File: src/rtl/temp_alarm_pkg.sv
// constants shared by the temperature alarm register bank
package temp_alarm_pkg;

   // ---------------------------------------------------------------
   // word register offsets
   // ---------------------------------------------------------------
   localparam logic [15:0] ADDR_JUNCTION_TEMP   = 16'h0035;
   localparam logic [15:0] ADDR_SENSE_CURRENT   = 16'h0036;
   localparam logic [15:0] ADDR_HIGH_THRESHOLD  = 16'h0037;
   localparam logic [15:0] ADDR_LOW_THRESHOLD   = 16'h0038;
   localparam logic [15:0] ADDR_ALARM_LATCH     = 16'h0039;
   localparam logic [15:0] ADDR_FIXED_JUNCTION  = 16'h003a;
   localparam logic [15:0] ADDR_JUNCTION_OFFSET = 16'h003b;
   localparam logic [15:0] ADDR_INPUT_TYPE      = 16'h003c;
   localparam logic [15:0] ADDR_OUTPUT_MODE     = 16'h003d;
   localparam logic [15:0] ADDR_SETPOINT        = 16'h003e;
   localparam logic [15:0] ADDR_HYSTERESIS      = 16'h003f;
   localparam logic [15:0] ADDR_LEAD_WIRE       = 16'h0040;

   // ---------------------------------------------------------------
   // single-bit offsets
   // ---------------------------------------------------------------
   localparam logic [15:0] BIT_SENSOR_PRESENT   = 16'h0320;
   localparam logic [15:0] BIT_ALARM_STATE      = 16'h0330;
   localparam logic [15:0] BIT_OUTPUT_STATE     = 16'h0331;

   // ---------------------------------------------------------------
   // field positions and codes
   // ---------------------------------------------------------------
   localparam int          LATCH_MODE_POS       = 0;
   localparam int          MODE_COOL_POS        = 8;
   localparam int          MODE_HEAT_POS        = 9;
   localparam logic [15:0] INPUT_DISABLED       = 16'h0000;
   localparam logic [15:0] INPUT_TYPE_MAX       = 16'h0012;

   // ---------------------------------------------------------------
   // reset values
   // ---------------------------------------------------------------
   localparam logic [15:0] RST_HIGH_THRESHOLD   = 16'h03e8;
   localparam logic [15:0] RST_LOW_THRESHOLD    = 16'h0000;
   localparam logic [15:0] RST_ALARM_LATCH      = 16'h0000;
   localparam logic [15:0] RST_FIXED_JUNCTION   = 16'h00fa;
   localparam logic [15:0] RST_JUNCTION_OFFSET  = 16'h0000;
   localparam logic [15:0] RST_INPUT_TYPE       = 16'h0000;
   localparam logic [15:0] RST_OUTPUT_MODE      = 16'h0000;
   localparam logic [15:0] RST_SETPOINT         = 16'h0000;
   localparam logic [15:0] RST_HYSTERESIS       = 16'h0000;
   localparam logic [15:0] RST_LEAD_WIRE        = 16'h0000;

   // signed greater-than on tenths of a degree
   function automatic logic signed_gt(input logic [15:0] a, input logic [15:0] b);
      signed_gt = $signed(a) > $signed(b);
   endfunction

endpackage

File: src/rtl/temperature_alarm_register_map.sv
// register bank, alarms and output control of a temperature input module
// Function
// [RQ1] Set high alarm flag when temperature exceeds the high threshold.
// [RQ2] Set low alarm flag when temperature drops below the low threshold.
// [RQ3] Latch mode zero: flags follow the present temperature only.
// [RQ4] Latch mode one: flags stay set until the master clears them.
// [RQ5] Output mode zero: output follows the master's written state.
// [RQ6] Cooling mode: output on while value is above the setpoint.
// [RQ7] Heating mode: output on while value is below the setpoint.
// [RQ8] Writable hysteresis applies to automatic output switching.
// [RQ9] Input type register selects measurement; zero disables, up to 18.
// [RQ10] Read-only bit shows sensor connected.
// [RQ11] Read-write bit shows output; master write changes it.
// [RQ12] Read-only register reports junction temperature.
// [RQ13] Writable constant junction temperature for cold-junction handling.
// [RQ14] Writable offset added to the junction temperature.
// [RQ15] Writable lead wire resistance for resistive measurements.
// [RQ16] Read-only register reports the sensor measurement current.
// [RQ17] Compared temperature is in tenths of a degree Celsius.
// [RQ18] Automatic output releases only after returning past the hysteresis band.
module temperature_alarm_register_map (
   input  wire logic        clk,              // 10 MHz clock
   input  wire logic        reset,            // synchronous, active high
   input  wire logic        req,              // access request strobe
   input  wire logic        we,               // 1 write, 0 read
   input  wire logic        bit_space,        // 1 bit space, 0 word space
   input  wire logic [15:0] addr,             // register or bit offset
   input  wire logic [15:0] wdata,            // write data, bit in [0]
   output logic      [15:0] rdata,            // read data
   output logic             ack,              // answer pulse
   output logic             err,              // refused access, with ack
   input  wire logic [15:0] temp_value,       // measured value, tenths of degree
   input  wire logic        temp_valid,       // new measured value
   input  wire logic [15:0] junction_raw,     // raw junction temperature
   input  wire logic [15:0] sense_current_in, // present measurement current
   input  wire logic        sensor_pin,       // sensor detect, asynchronous
   output logic      [15:0] input_type,       // selected measurement type
   output logic      [15:0] fixed_junction,   // constant junction temperature
   output logic      [15:0] junction_temp,    // corrected junction temperature
   output logic      [15:0] lead_resistance,  // lead wire resistance
   output logic             digital_out,      // digital output state
   output logic             alarm_high,       // over-temperature flag
   output logic             alarm_low         // under-temperature flag
);

   // ---------------------------------------------------------------
   // sensor detect synchroniser
   // ---------------------------------------------------------------
   logic sense_meta_ff;
   logic sense_sync_ff;

   // two stages; only the second stage is read by logic
   always_ff @(posedge clk) begin
      if (reset) begin
         sense_meta_ff <= 1'b0;
         sense_sync_ff <= 1'b0;
      end else begin
         sense_meta_ff <= sensor_pin;
         sense_sync_ff <= sense_meta_ff;
      end
   end

   // ---------------------------------------------------------------
   // access decode
   // ---------------------------------------------------------------
   logic wr_word;
   logic wr_bit;
   logic word_rw;
   logic word_ro;
   logic bad_type;

   // classify the request; bad input codes are refused outright
   always_comb begin
      wr_word  = req && we && !bit_space;
      wr_bit   = req && we && bit_space;
      word_ro  = (addr == temp_alarm_pkg::ADDR_JUNCTION_TEMP) ||
                 (addr == temp_alarm_pkg::ADDR_SENSE_CURRENT);
      word_rw  = (addr >= temp_alarm_pkg::ADDR_HIGH_THRESHOLD) &&
                 (addr <= temp_alarm_pkg::ADDR_LEAD_WIRE);
      bad_type = (addr == temp_alarm_pkg::ADDR_INPUT_TYPE) &&
                 (wdata > temp_alarm_pkg::INPUT_TYPE_MAX);
   end

   // ---------------------------------------------------------------
   // configuration registers
   // ---------------------------------------------------------------
   logic [15:0] high_th_ff, nxt_high_th;
   logic [15:0] low_th_ff, nxt_low_th;
   logic [15:0] latch_ff, nxt_latch;
   logic [15:0] fixed_jt_ff, nxt_fixed_jt;
   logic [15:0] jt_off_ff, nxt_jt_off;
   logic [15:0] type_ff, nxt_type;
   logic [15:0] omode_ff, nxt_omode;
   logic [15:0] setp_ff, nxt_setp;
   logic [15:0] hyst_ff, nxt_hyst;
   logic [15:0] lead_ff, nxt_lead;
   logic        cfg_we;

   // a word write lands only on a mapped read-write offset
   always_comb begin
      cfg_we       = wr_word && word_rw && !bad_type;
      nxt_high_th  = high_th_ff;
      nxt_low_th   = low_th_ff;
      nxt_latch    = latch_ff;
      nxt_fixed_jt = fixed_jt_ff;
      nxt_jt_off   = jt_off_ff;
      nxt_type     = type_ff;
      nxt_omode    = omode_ff;
      nxt_setp     = setp_ff;
      nxt_hyst     = hyst_ff;
      nxt_lead     = lead_ff;
      if (cfg_we) begin
         case (addr)
            temp_alarm_pkg::ADDR_HIGH_THRESHOLD:  nxt_high_th  = wdata;
            temp_alarm_pkg::ADDR_LOW_THRESHOLD:   nxt_low_th   = wdata;
            temp_alarm_pkg::ADDR_ALARM_LATCH:     nxt_latch    = wdata;
            // [RQ13] constant junction value
            temp_alarm_pkg::ADDR_FIXED_JUNCTION:  nxt_fixed_jt = wdata;
            temp_alarm_pkg::ADDR_JUNCTION_OFFSET: nxt_jt_off   = wdata;
            // [RQ9] input type select
            temp_alarm_pkg::ADDR_INPUT_TYPE:      nxt_type     = wdata;
            temp_alarm_pkg::ADDR_OUTPUT_MODE:     nxt_omode    = wdata;
            temp_alarm_pkg::ADDR_SETPOINT:        nxt_setp     = wdata;
            // [RQ8] hysteresis band
            temp_alarm_pkg::ADDR_HYSTERESIS:      nxt_hyst     = wdata;
            // [RQ15] lead wire resistance
            temp_alarm_pkg::ADDR_LEAD_WIRE:       nxt_lead     = wdata;
            default: ;
         endcase
      end
   end

   // register the configuration
   always_ff @(posedge clk) begin
      if (reset) begin
         high_th_ff  <= temp_alarm_pkg::RST_HIGH_THRESHOLD;
         low_th_ff   <= temp_alarm_pkg::RST_LOW_THRESHOLD;
         latch_ff    <= temp_alarm_pkg::RST_ALARM_LATCH;
         fixed_jt_ff <= temp_alarm_pkg::RST_FIXED_JUNCTION;
         jt_off_ff   <= temp_alarm_pkg::RST_JUNCTION_OFFSET;
         type_ff     <= temp_alarm_pkg::RST_INPUT_TYPE;
         omode_ff    <= temp_alarm_pkg::RST_OUTPUT_MODE;
         setp_ff     <= temp_alarm_pkg::RST_SETPOINT;
         hyst_ff     <= temp_alarm_pkg::RST_HYSTERESIS;
         lead_ff     <= temp_alarm_pkg::RST_LEAD_WIRE;
      end else begin
         high_th_ff  <= nxt_high_th;
         low_th_ff   <= nxt_low_th;
         latch_ff    <= nxt_latch;
         fixed_jt_ff <= nxt_fixed_jt;
         jt_off_ff   <= nxt_jt_off;
         type_ff     <= nxt_type;
         omode_ff    <= nxt_omode;
         setp_ff     <= nxt_setp;
         hyst_ff     <= nxt_hyst;
         lead_ff     <= nxt_lead;
      end
   end

   // ---------------------------------------------------------------
   // measurement capture
   // ---------------------------------------------------------------
   logic [15:0] temp_ff, nxt_temp;
   logic        seen_ff, nxt_seen;
   logic [15:0] jt_ff, nxt_jt;
   logic [15:0] cur_ff, nxt_cur;

   // hold last sample; nothing is compared before the first one
   always_comb begin
      // [RQ17] value kept in tenths
      nxt_temp = temp_valid ? temp_value : temp_ff;
      nxt_seen = seen_ff || temp_valid;
      // [RQ14] offset on junction
      nxt_jt   = junction_raw + jt_off_ff;
      // [RQ16] current sampled
      nxt_cur  = sense_current_in;
   end

   always_ff @(posedge clk) begin
      if (reset) begin
         temp_ff <= 16'h0000;
         seen_ff <= 1'b0;
         jt_ff   <= 16'h0000;
         cur_ff  <= 16'h0000;
      end else begin
         temp_ff <= nxt_temp;
         seen_ff <= nxt_seen;
         jt_ff   <= nxt_jt;
         cur_ff  <= nxt_cur;
      end
   end

   // ---------------------------------------------------------------
   // alarm flags
   // ---------------------------------------------------------------
   logic hi_ff, nxt_hi;
   logic lo_ff, nxt_lo;
   logic cond_hi;
   logic cond_lo;
   logic alarm_clr;
   logic latched;

   // a disabled input never raises an alarm
   always_comb begin
      latched   = latch_ff[temp_alarm_pkg::LATCH_MODE_POS];
      alarm_clr = wr_bit && (addr == temp_alarm_pkg::BIT_ALARM_STATE) && !wdata[0];
      // [RQ1] above high threshold
      cond_hi   = seen_ff && (type_ff != temp_alarm_pkg::INPUT_DISABLED) &&
                  temp_alarm_pkg::signed_gt(temp_ff, high_th_ff);
      // [RQ2] below low threshold
      cond_lo   = seen_ff && (type_ff != temp_alarm_pkg::INPUT_DISABLED) &&
                  temp_alarm_pkg::signed_gt(low_th_ff, temp_ff);
      if (latched) begin
         // [RQ4] sticky, set beats clear
         nxt_hi = cond_hi || (hi_ff && !alarm_clr);
         nxt_lo = cond_lo || (lo_ff && !alarm_clr);
      end else begin
         // [RQ3] live flags
         nxt_hi = cond_hi;
         nxt_lo = cond_lo;
      end
   end

   always_ff @(posedge clk) begin
      if (reset) begin
         hi_ff <= 1'b0;
         lo_ff <= 1'b0;
      end else begin
         hi_ff <= nxt_hi;
         lo_ff <= nxt_lo;
      end
   end

   // ---------------------------------------------------------------
   // digital output
   // ---------------------------------------------------------------
   logic out_ff, nxt_out;
   logic auto_on;
   logic auto_mode;

   thermo_switch u_switch (
      .value      (temp_ff),
      .setpoint   (setp_ff),
      .hysteresis (hyst_ff),
      .cool       (omode_ff[temp_alarm_pkg::MODE_COOL_POS]),
      .heat       (omode_ff[temp_alarm_pkg::MODE_HEAT_POS]),
      .cur_on     (out_ff),
      .nxt_on     (auto_on)
   );

   // automatic modes override the master; no sample means no switching
   always_comb begin
      auto_mode = omode_ff[temp_alarm_pkg::MODE_COOL_POS] ||
                  omode_ff[temp_alarm_pkg::MODE_HEAT_POS];
      nxt_out   = out_ff;
      if (auto_mode) begin
         if (seen_ff)
            nxt_out = auto_on;
      // [RQ5] [RQ11] master drives output
      end else if (wr_bit && (addr == temp_alarm_pkg::BIT_OUTPUT_STATE)) begin
         nxt_out = wdata[0];
      end
   end

   always_ff @(posedge clk) begin
      if (reset)
         out_ff <= 1'b0;
      else
         out_ff <= nxt_out;
   end

   // ---------------------------------------------------------------
   // answer path
   // ---------------------------------------------------------------
   logic [15:0] rdata_ff, nxt_rdata;
   logic        ack_ff, nxt_ack;
   logic        err_ff, nxt_err;

   // read mux; unmapped or read-only writes answer with err
   always_comb begin
      nxt_ack   = req;
      nxt_err   = 1'b0;
      nxt_rdata = 16'h0000;
      if (req && !bit_space) begin
         case (addr)
            // [RQ12] junction readback
            temp_alarm_pkg::ADDR_JUNCTION_TEMP:   nxt_rdata = jt_ff;
            temp_alarm_pkg::ADDR_SENSE_CURRENT:   nxt_rdata = cur_ff;
            temp_alarm_pkg::ADDR_HIGH_THRESHOLD:  nxt_rdata = high_th_ff;
            temp_alarm_pkg::ADDR_LOW_THRESHOLD:   nxt_rdata = low_th_ff;
            temp_alarm_pkg::ADDR_ALARM_LATCH:     nxt_rdata = latch_ff;
            temp_alarm_pkg::ADDR_FIXED_JUNCTION:  nxt_rdata = fixed_jt_ff;
            temp_alarm_pkg::ADDR_JUNCTION_OFFSET: nxt_rdata = jt_off_ff;
            temp_alarm_pkg::ADDR_INPUT_TYPE:      nxt_rdata = type_ff;
            temp_alarm_pkg::ADDR_OUTPUT_MODE:     nxt_rdata = omode_ff;
            temp_alarm_pkg::ADDR_SETPOINT:        nxt_rdata = setp_ff;
            temp_alarm_pkg::ADDR_HYSTERESIS:      nxt_rdata = hyst_ff;
            temp_alarm_pkg::ADDR_LEAD_WIRE:       nxt_rdata = lead_ff;
            default:                              nxt_err   = 1'b1;
         endcase
         if (we && (word_ro || bad_type))
            nxt_err = 1'b1;
         if (we)
            nxt_rdata = 16'h0000;
      end else if (req) begin
         case (addr)
            // [RQ10] sensor present bit
            temp_alarm_pkg::BIT_SENSOR_PRESENT: begin
               nxt_rdata = {15'h0000, sense_sync_ff};
               nxt_err   = we;
            end
            temp_alarm_pkg::BIT_ALARM_STATE:  nxt_rdata = {15'h0000, hi_ff || lo_ff};
            temp_alarm_pkg::BIT_OUTPUT_STATE: nxt_rdata = {15'h0000, out_ff};
            default:                          nxt_err   = 1'b1;
         endcase
         if (we)
            nxt_rdata = 16'h0000;
      end
   end

   always_ff @(posedge clk) begin
      if (reset) begin
         rdata_ff <= 16'h0000;
         ack_ff   <= 1'b0;
         err_ff   <= 1'b0;
      end else begin
         rdata_ff <= nxt_rdata;
         ack_ff   <= nxt_ack;
         err_ff   <= nxt_err;
      end
   end

   // outputs straight from flip-flops
   assign rdata           = rdata_ff;
   assign ack             = ack_ff;
   assign err             = err_ff;
   assign input_type      = type_ff;
   assign fixed_junction  = fixed_jt_ff;
   assign junction_temp   = jt_ff;
   assign lead_resistance = lead_ff;
   assign digital_out     = out_ff;
   assign alarm_high      = hi_ff;
   assign alarm_low       = lo_ff;
endmodule // temperature_alarm_register_map

File: src/rtl/thermo_switch.sv
// two-point switch with hysteresis for the digital output
module thermo_switch (
   input  wire logic [15:0] value,      // measured value, signed
   input  wire logic [15:0] setpoint,   // switching point, signed
   input  wire logic [15:0] hysteresis, // release band, unsigned
   input  wire logic        cool,       // on above setpoint
   input  wire logic        heat,       // on below setpoint
   input  wire logic        cur_on,     // present output state
   output logic             nxt_on      // next output state
);

   // ---------------------------------------------------------------
   // widened arithmetic
   // ---------------------------------------------------------------
   // eighteen bits so setpoint plus or minus a full band never wraps
   logic signed [17:0] val_w;
   logic signed [17:0] set_w;
   logic signed [17:0] band_w;
   logic signed [17:0] release_lo;
   logic signed [17:0] release_hi;

   // sign-extend value and setpoint, zero-extend the band, and form the two release points
   always_comb begin
      val_w      = {{2{value[15]}}, value};
      set_w      = {{2{setpoint[15]}}, setpoint};
      band_w     = {2'b00, hysteresis};
      release_lo = set_w - band_w;
      release_hi = set_w + band_w;
   end

   // ---------------------------------------------------------------
   // decision
   // ---------------------------------------------------------------
   // cooling has priority when both modes are requested
   always_comb begin
      nxt_on = cur_on;
      if (cool) begin
         // [RQ6] cooling turn on
         if (val_w > set_w)
            nxt_on = 1'b1;
         // [RQ18] release past band
         else if (val_w <= release_lo)
            nxt_on = 1'b0;
      end else if (heat) begin
         // [RQ7] heating turn on
         if (val_w < set_w)
            nxt_on = 1'b1;
         // [RQ18] release past band
         else if (val_w >= release_hi)
            nxt_on = 1'b0;
      end
   end

endmodule // thermo_switch

File: config.mk
export PLATFORM = sky130hd
export DESIGN_NAME = temperature_alarm_register_map
export DESIGN_NICKNAME = d
export VERILOG_FILES = /design/src/rtl/temp_alarm_pkg.sv /design/src/rtl/temperature_alarm_register_map.sv /design/src/rtl/thermo_switch.sv
export SDC_FILE = /design/constraint.sdc
export NUM_CORES = 1
export LEC_CHECK = 0
export BUFFER_PORTS_ARGS = -buffer_cell sky130_fd_sc_hd__buf_2
export CELL_PAD_IN_SITES_DETAIL_PLACEMENT = 1
export CELL_PAD_IN_SITES_GLOBAL_PLACEMENT = 2
export CORE_ASPECT_RATIO = 1.4
export CORE_UTILIZATION = 35
export CTS_CLUSTER_SIZE = 14
export DETAILED_ROUTE_END_ITERATION = 8
export GPL_TIMING_DRIVEN = 0
export HOLD_SLACK_MARGIN = 0.08
export PLACE_DENSITY_LB_ADDON = 0.12
export REMOVE_ABC_BUFFERS = 1
export SLEW_MARGIN = 20
export SYNTH_ARGS = -nofsm -noshare
export SYNTH_HDL_FRONTEND = slang
export SYNTH_SLANG_ARGS = --single-unit
File: constraint.sdc
create_clock -name clk -period 5.38 [get_ports clk]
set_input_delay 1.345 -clock clk [delete_from_list [all_inputs] [get_ports clk]]
set_output_delay 1.345 -clock clk [all_outputs]
set_load 0.005 [all_outputs]
# Word-level counts from Yosys, hierarchy flattened
# Cells that the tools add are included.
dict set report word_totals {
  elab_cells 118
  regBits 232
}
dict set report op_classes {
  addsub 3
  n_reduce_logical 43
  n_mux 22
  n_eq_ne 19
  order_cmp 9
}
# cell n
set op_table {}
lappend op_table {{$pmux W16 S12} 1}
lappend op_table {{$eq A16 B6 Y1 const B} 11}
lappend op_table {{$mux W16} 4}
lappend op_table {{$eq A16 B10 Y1 const B} 3}
lappend op_table {{$gt A16 B16 Y1} 3}
lappend op_table {{$reduce_and A2 Y1} 10}
lappend op_table {{$add A16 B17 Y18} 1}
lappend op_table {{$ge A16 B18 Y1} 1}
lappend op_table {{$le A16 B18 Y1} 1}
lappend op_table {{$sub A16 B17 Y18} 1}
lappend op_table {{$logic_and A1 B1 Y1} 17}
lappend op_table {{$add A16 B16 Y16} 1}
lappend op_table {{$eq A16 B7 Y1 const B} 1}
lappend op_table {{$ge A16 B6 Y1 const B} 1}
lappend op_table {{$gt A16 B5 Y1 const B} 1}
lappend op_table {{$le A16 B7 Y1 const B} 1}
lappend op_table {{$lt A16 B16 Y1} 1}
lappend op_table {{$reduce_bool A16 Y1} 1}
lappend op_table {{$mux W1} 15}
lappend op_table {{$reduce_or A12 Y1} 1}
lappend op_table {{$ne A4 B2 Y1 const B} 2}
lappend op_table {{$logic_or A1 B1 Y1} 7}
lappend op_table {{$reduce_and A5 Y1} 1}
lappend op_table {{$logic_not A1 Y1} 4}
lappend op_table {{other kinds (6)} 6}

# Depth between registers and ports, before layout
dict set report logic_depth {
  ltp_word 8
  ltp_mapped 20
}

# Hierarchy
# A second synthesis with hierarchy kept.
dict set report hier_totals {
  cells_unflattened 1581
  area_unflattened_um2 13630.6
}
# module cells_per_inst n_inst seq_area_each_um2 area_per_inst_um2
set by_module_without_submodules {}
lappend by_module_without_submodules {temperature_alarm_register_map 1207 1 4644.5 10851.7}
lappend by_module_without_submodules {thermo_switch 374 1 0.0 2778.9}

# Worst setup path before layout
# No wires, ideal clock.
dict set report synth_timing {
  kind {register -> register}
  start {register hyst_ff[2]}
  end {register out_ff, in the netlist digital_out}
  n_path_buf 1
  synth_period_minus_slack_ns 4.360
  stages_incl_launch_ff 21
  slack_ns 1.020
  setup_time_ns 0.121
  arrival_time_ns 4.239
  path_cell_list {dfxtp_1 inv_1 ha_1 clkbuf_1 o21bai_1 a2111oi_0 o31ai_1 a2111o_1 a31oi_1 o21bai_1 a21oi_1 xnor2_1 ha_1 nand4_1 nor4bb_1 a21oi_1 o211ai_1 mux2i_1 and3_1 a211oi_1 mux2_2}
}
dict set report synth_between {
  elab_chain_cells 4
}
# item line
set synth_lines {}
lappend synth_lines {{start, declared} temperature_alarm_register_map.sv:95} ;# logic [15:0] hyst_ff, nxt_hyst;
lappend synth_lines {{start signal, assigned} temperature_alarm_register_map.sv:144} ;# hyst_ff <= temp_alarm_pkg::RST_HYSTERESIS;
lappend synth_lines {{start signal, assigned} temperature_alarm_register_map.sv:155} ;# hyst_ff <= nxt_hyst;
lappend synth_lines {{$sub A16 B17 Y18 or $add A16 B17 Y18 (tied branches)} {thermo_switch.sv:27, thermo_switch.sv:28}}
lappend synth_lines {{$le A16 B18 Y1 or $ge A16 B18 Y1 (tied branches)} {thermo_switch.sv:42, thermo_switch.sv:49}}
lappend synth_lines {{$ne A4 B2 Y1 (no line)} --}
lappend synth_lines {{$reduce_and A5 Y1 (no line) (*)} --}
lappend synth_lines {{end signal, assigned} temperature_alarm_register_map.sv:269} ;# out_ff <= nxt_out;
lappend synth_lines {{end, declared} temperature_alarm_register_map.sv:237} ;# logic out_ff, nxt_out;
# Every way passes the cells marked *; elsewhere a longest branch is shown, timed or not.
# A chain may end at the register's enable or synchronous reset.

# Worst setup path after layout
dict set report layout_timing {
  start {register setp_ff[1]}
  end {register out_ff, in the netlist digital_out}
}
dict set report layout_between {
  elab_chain_cells 6
}
# item line
set layout_lines {}
lappend layout_lines {{start, declared} temperature_alarm_register_map.sv:94} ;# logic [15:0] setp_ff, nxt_setp;
lappend layout_lines {{start signal, assigned} temperature_alarm_register_map.sv:143} ;# setp_ff <= temp_alarm_pkg::RST_SETPOINT;
lappend layout_lines {{start signal, assigned} temperature_alarm_register_map.sv:154} ;# setp_ff <= nxt_setp;
lappend layout_lines {{parallel branches: the longest is 6 deep, another holds $sub A16 B17 Y18} --}
# Several ways; the timed one is not identified. The select of a mux whose other input is x is not followed.

==> impl_metrics.yaml <==
hold_path:
  whs_path_depth: 1
  holdPathEnd: "sense_sync_ff"
  hold_class: "reg -> reg"
  min-delay-start: "sense_meta_ff"
setup_path:
  cp_max_fo: 5
  cp_slowest_stage_delay_ns: 0.49
  path_buf_inv: 1
  reg2reg_to: "digital_out"
  critPathTopFamily: "compound AO/OA/AOI/OAI gates"
  crit_required_ns: 5.82
  worstPathArrival_ns: 5.54
  path_cells: "inv_1 > fa_1 > o21bai_1 > a2111oi_2 > o31ai_1 > a2111o_1 > a31oi_1 > o21bai_1 > a21oi_1 > xnor2_1 > ha_1 > nand4_1 > nor4bb_2 > a21oi_1 > o211ai_1 > mux2i_1 > and3_1 > a211oi_1 > mux2_2"
  reg2reg_depth: 19
  cp-end-kind: "register"
  r2r_start: "setp_ff[1]"
  path_class: "reg -> reg"
  cpMaxStageDelayCell: "fa_1"
  worst_setup_path_start_kind: "register"
  r2r_slack_ns: 0.29
global_route:
  grt_max_degree: 121
  antenna_found_initial: 0
  gr-usage-all-layers_pct: 25.2
  grt_pass1_vias: 13000
  grt.overflow.total: 0
  grt_pass1_wl_um: 75200
status:
  status: "complete, but fails checks"
  failed_checks: "DRC"
placed_design:
  port_buffers: 171
  dp_hpwl_um: 37100
  gp_congestion: 0.883
  pre_cts_ws_ns: -0.223
synth:
  yosysSeqAreaShare_pct: 35.1
  synth_area_um2: 13200
  synth_top_area_cell: "dfxtp_1"
  ys.flop_type: "dfxtp_1"
  synthArstFlopShare_pct: 0
  yosys_register_bits: 232
  syn_area_per_cell_um2: 8.15
  synth_cells: 1623
  synth_top_area_share_pct: 35.1
  synthDistinctLibCells: 70
  synthTopCellsByArea: "dfxtp_1, ha_1, a21oi_1"
  synth_edf_count: 0
  ys_warn_count: 0
detailed_routing:
  avgRoutedWirePerCell_um: 22.0
  drtIter0Drc: 719
  vias_per_cell: 5.61
  vias: 12500
  firstDrtPassIters: 9
  totalWireLength_um: 49000
  ant_nets: 0
  drc: 3
clocking:
  clock-sinks: 232
  clock_latency_ns: 0.56
  postCtsHoldBufs: 0
  clock-root-buffer: "clkbuf_16"
  path_clk_slew_ns: 0.06
  clock_path_buffers: 3
  cts_tree: "done"
  htreeDepth: 1
  postCtsSetupBuffers: 0
  cts_made_buffers: 26
timing:
  rsz0062_at_grt: "no"
  maxSlewViolCount: 0
  worst-slew-pin-transition_ns: 1.08
  hold_slack_ns: 0.452
  setup_violations: 0
  maxClockFrequency_mhz: 196
  post-route-min-period_ns: 5.09
  finalHoldViolations: 0
  setup_ws_ns: 0.286
  fin_skew_ns: 0.0222
  setup_tns_ns: 0
  relSlewSlack_pct: 27.8
  fin_crit_sh_pct: 94.7
finish:
  layout.nets: 1962
  fillers: 4500
  drive_gt1_share_pct: 15.3
  final_cell_mix: "nand2_1, dfxtp_1, a21oi_1"
  antenna_cells: 0
  syn_to_final_growth_pct: 16.8
  final_common_cell: "nand2_1"
pwr:
  power_leakage_nw: 6.28
  irDropWorstVdd_v: 0.000180
  power_density_nw_per_um2: 251
run:
  maxCapViolations: 0
die:
  die_x_um: 166
  io_pins: 172
  core_area_um2: 37000
  initial_core_util_pct: 35.8
  die_y_um: 232
  fp-row-count: 83
  dieArea_um2: 38600
==> metrics by stage <==
step	cell area (um2)	utilization, %	power [W]	std cells
after floorplan	12800	-	0.00193	1523
after global placement	14200	38.4	0.00209	2161
after detailed placement	14500	39.3	0.00210	2179
after CTS	15400	41.7	0.00393	2226
after global routing	15400	41.8	0.00403	2226
final	15400	41.8	0.00388	2226
==> final cells by class <==
type	count	area, um2	share of cell area (%)
repair buffers	189	1120	7.27
inverters	96	360	2.33
multi-input cells	1195	7870	50.9
clock inverters	14	136	0.883
flip-flops and latches	232	4640	30.1
clock buffers	33	728	4.71
well taps	467	584	3.78
==> synthesized netlist by cell type (all sizes together), types with 17 or more instances <==
library cell / n
a21oi: 200
a22oi: 17
clkbuf: 67
xnor2: 26
nand4: 20
nor2b: 35
o21ai: 24
dfxtp: 232
nor2: 104
nand3: 82
a222oi: 46
and4: 18
a21o: 18
nand2: 255
ha: 132
inv: 95
and2: 17
mux2i: 29
buf: 33
==> routing by layer <==
layer / wire (um) / track usage (%)
met4: 1160 / 7.15
met1: 20500 / 29.9
met3: 2030 / 2.98
met5: 0 / 0
met2: 25400 / 47.4
==> power breakdown <==
group	internal [W]	leakage, nW	switching (W)
logic	0.000116	3.97	0.000177
clock network	0.00106	0.427	0.000765
registers	0.00174	1.88	0.0000290
total	0.00291	6.28	0.000971
==> logic make-up after synthesis <==
kind of cell / Yosys count / share of synthesized area [%]
buffers and inverters: 196 / 6.29
XOR/XNOR: 41 / 2.72
AND/OR/NAND/NOR: 607 / 21.9
flip-flops: 232 / 35.1
adder cells (fa/ha/maj): 135 / 12.9
multiplexers: 32 / 2.45
AO/OA/AOI/OAI: 380 / 18.6
==> state kept, by name (all words and copies together), names as in the netlist, 16 cells and up <==
signal / flops
temp_ff: 16
cur_ff: 16
junction_temp: 16
hyst_ff: 16
rdata: 16
omode_ff: 16
lead_resistance: 16
input_type: 16
jt_off_ff: 16
low_th_ff: 16
latch_ff: 16
setp_ff: 16
high_th_ff: 16
fixed_junction: 16
==> timing repair <==
action | 4_1_cts | 5_1_grt
gates cloned | 0 | 0
setup endpoints to repair | 1 | 1
resized for setup | 4 | 6
==> worst max-delay path by stage <==
stage | startpoint | end | slack [ns] | cells past startpoint
after floorplan | addr[13] | hyst_ff[0] | -2.63 | 8
after global placement | addr[13] | omode_ff[3] | -8.20 | 9
after detailed placement | hyst_ff[1] | digital_out | -0.22 | 18
after CTS | hyst_ff[1] | digital_out | 0.04 | 19
after global routing | setp_ff[1] | digital_out | 0.003 | 19
final | setp_ff[1] | digital_out | 0.29 | 19
No activity file was read; power rests on OpenSTA's default activity.
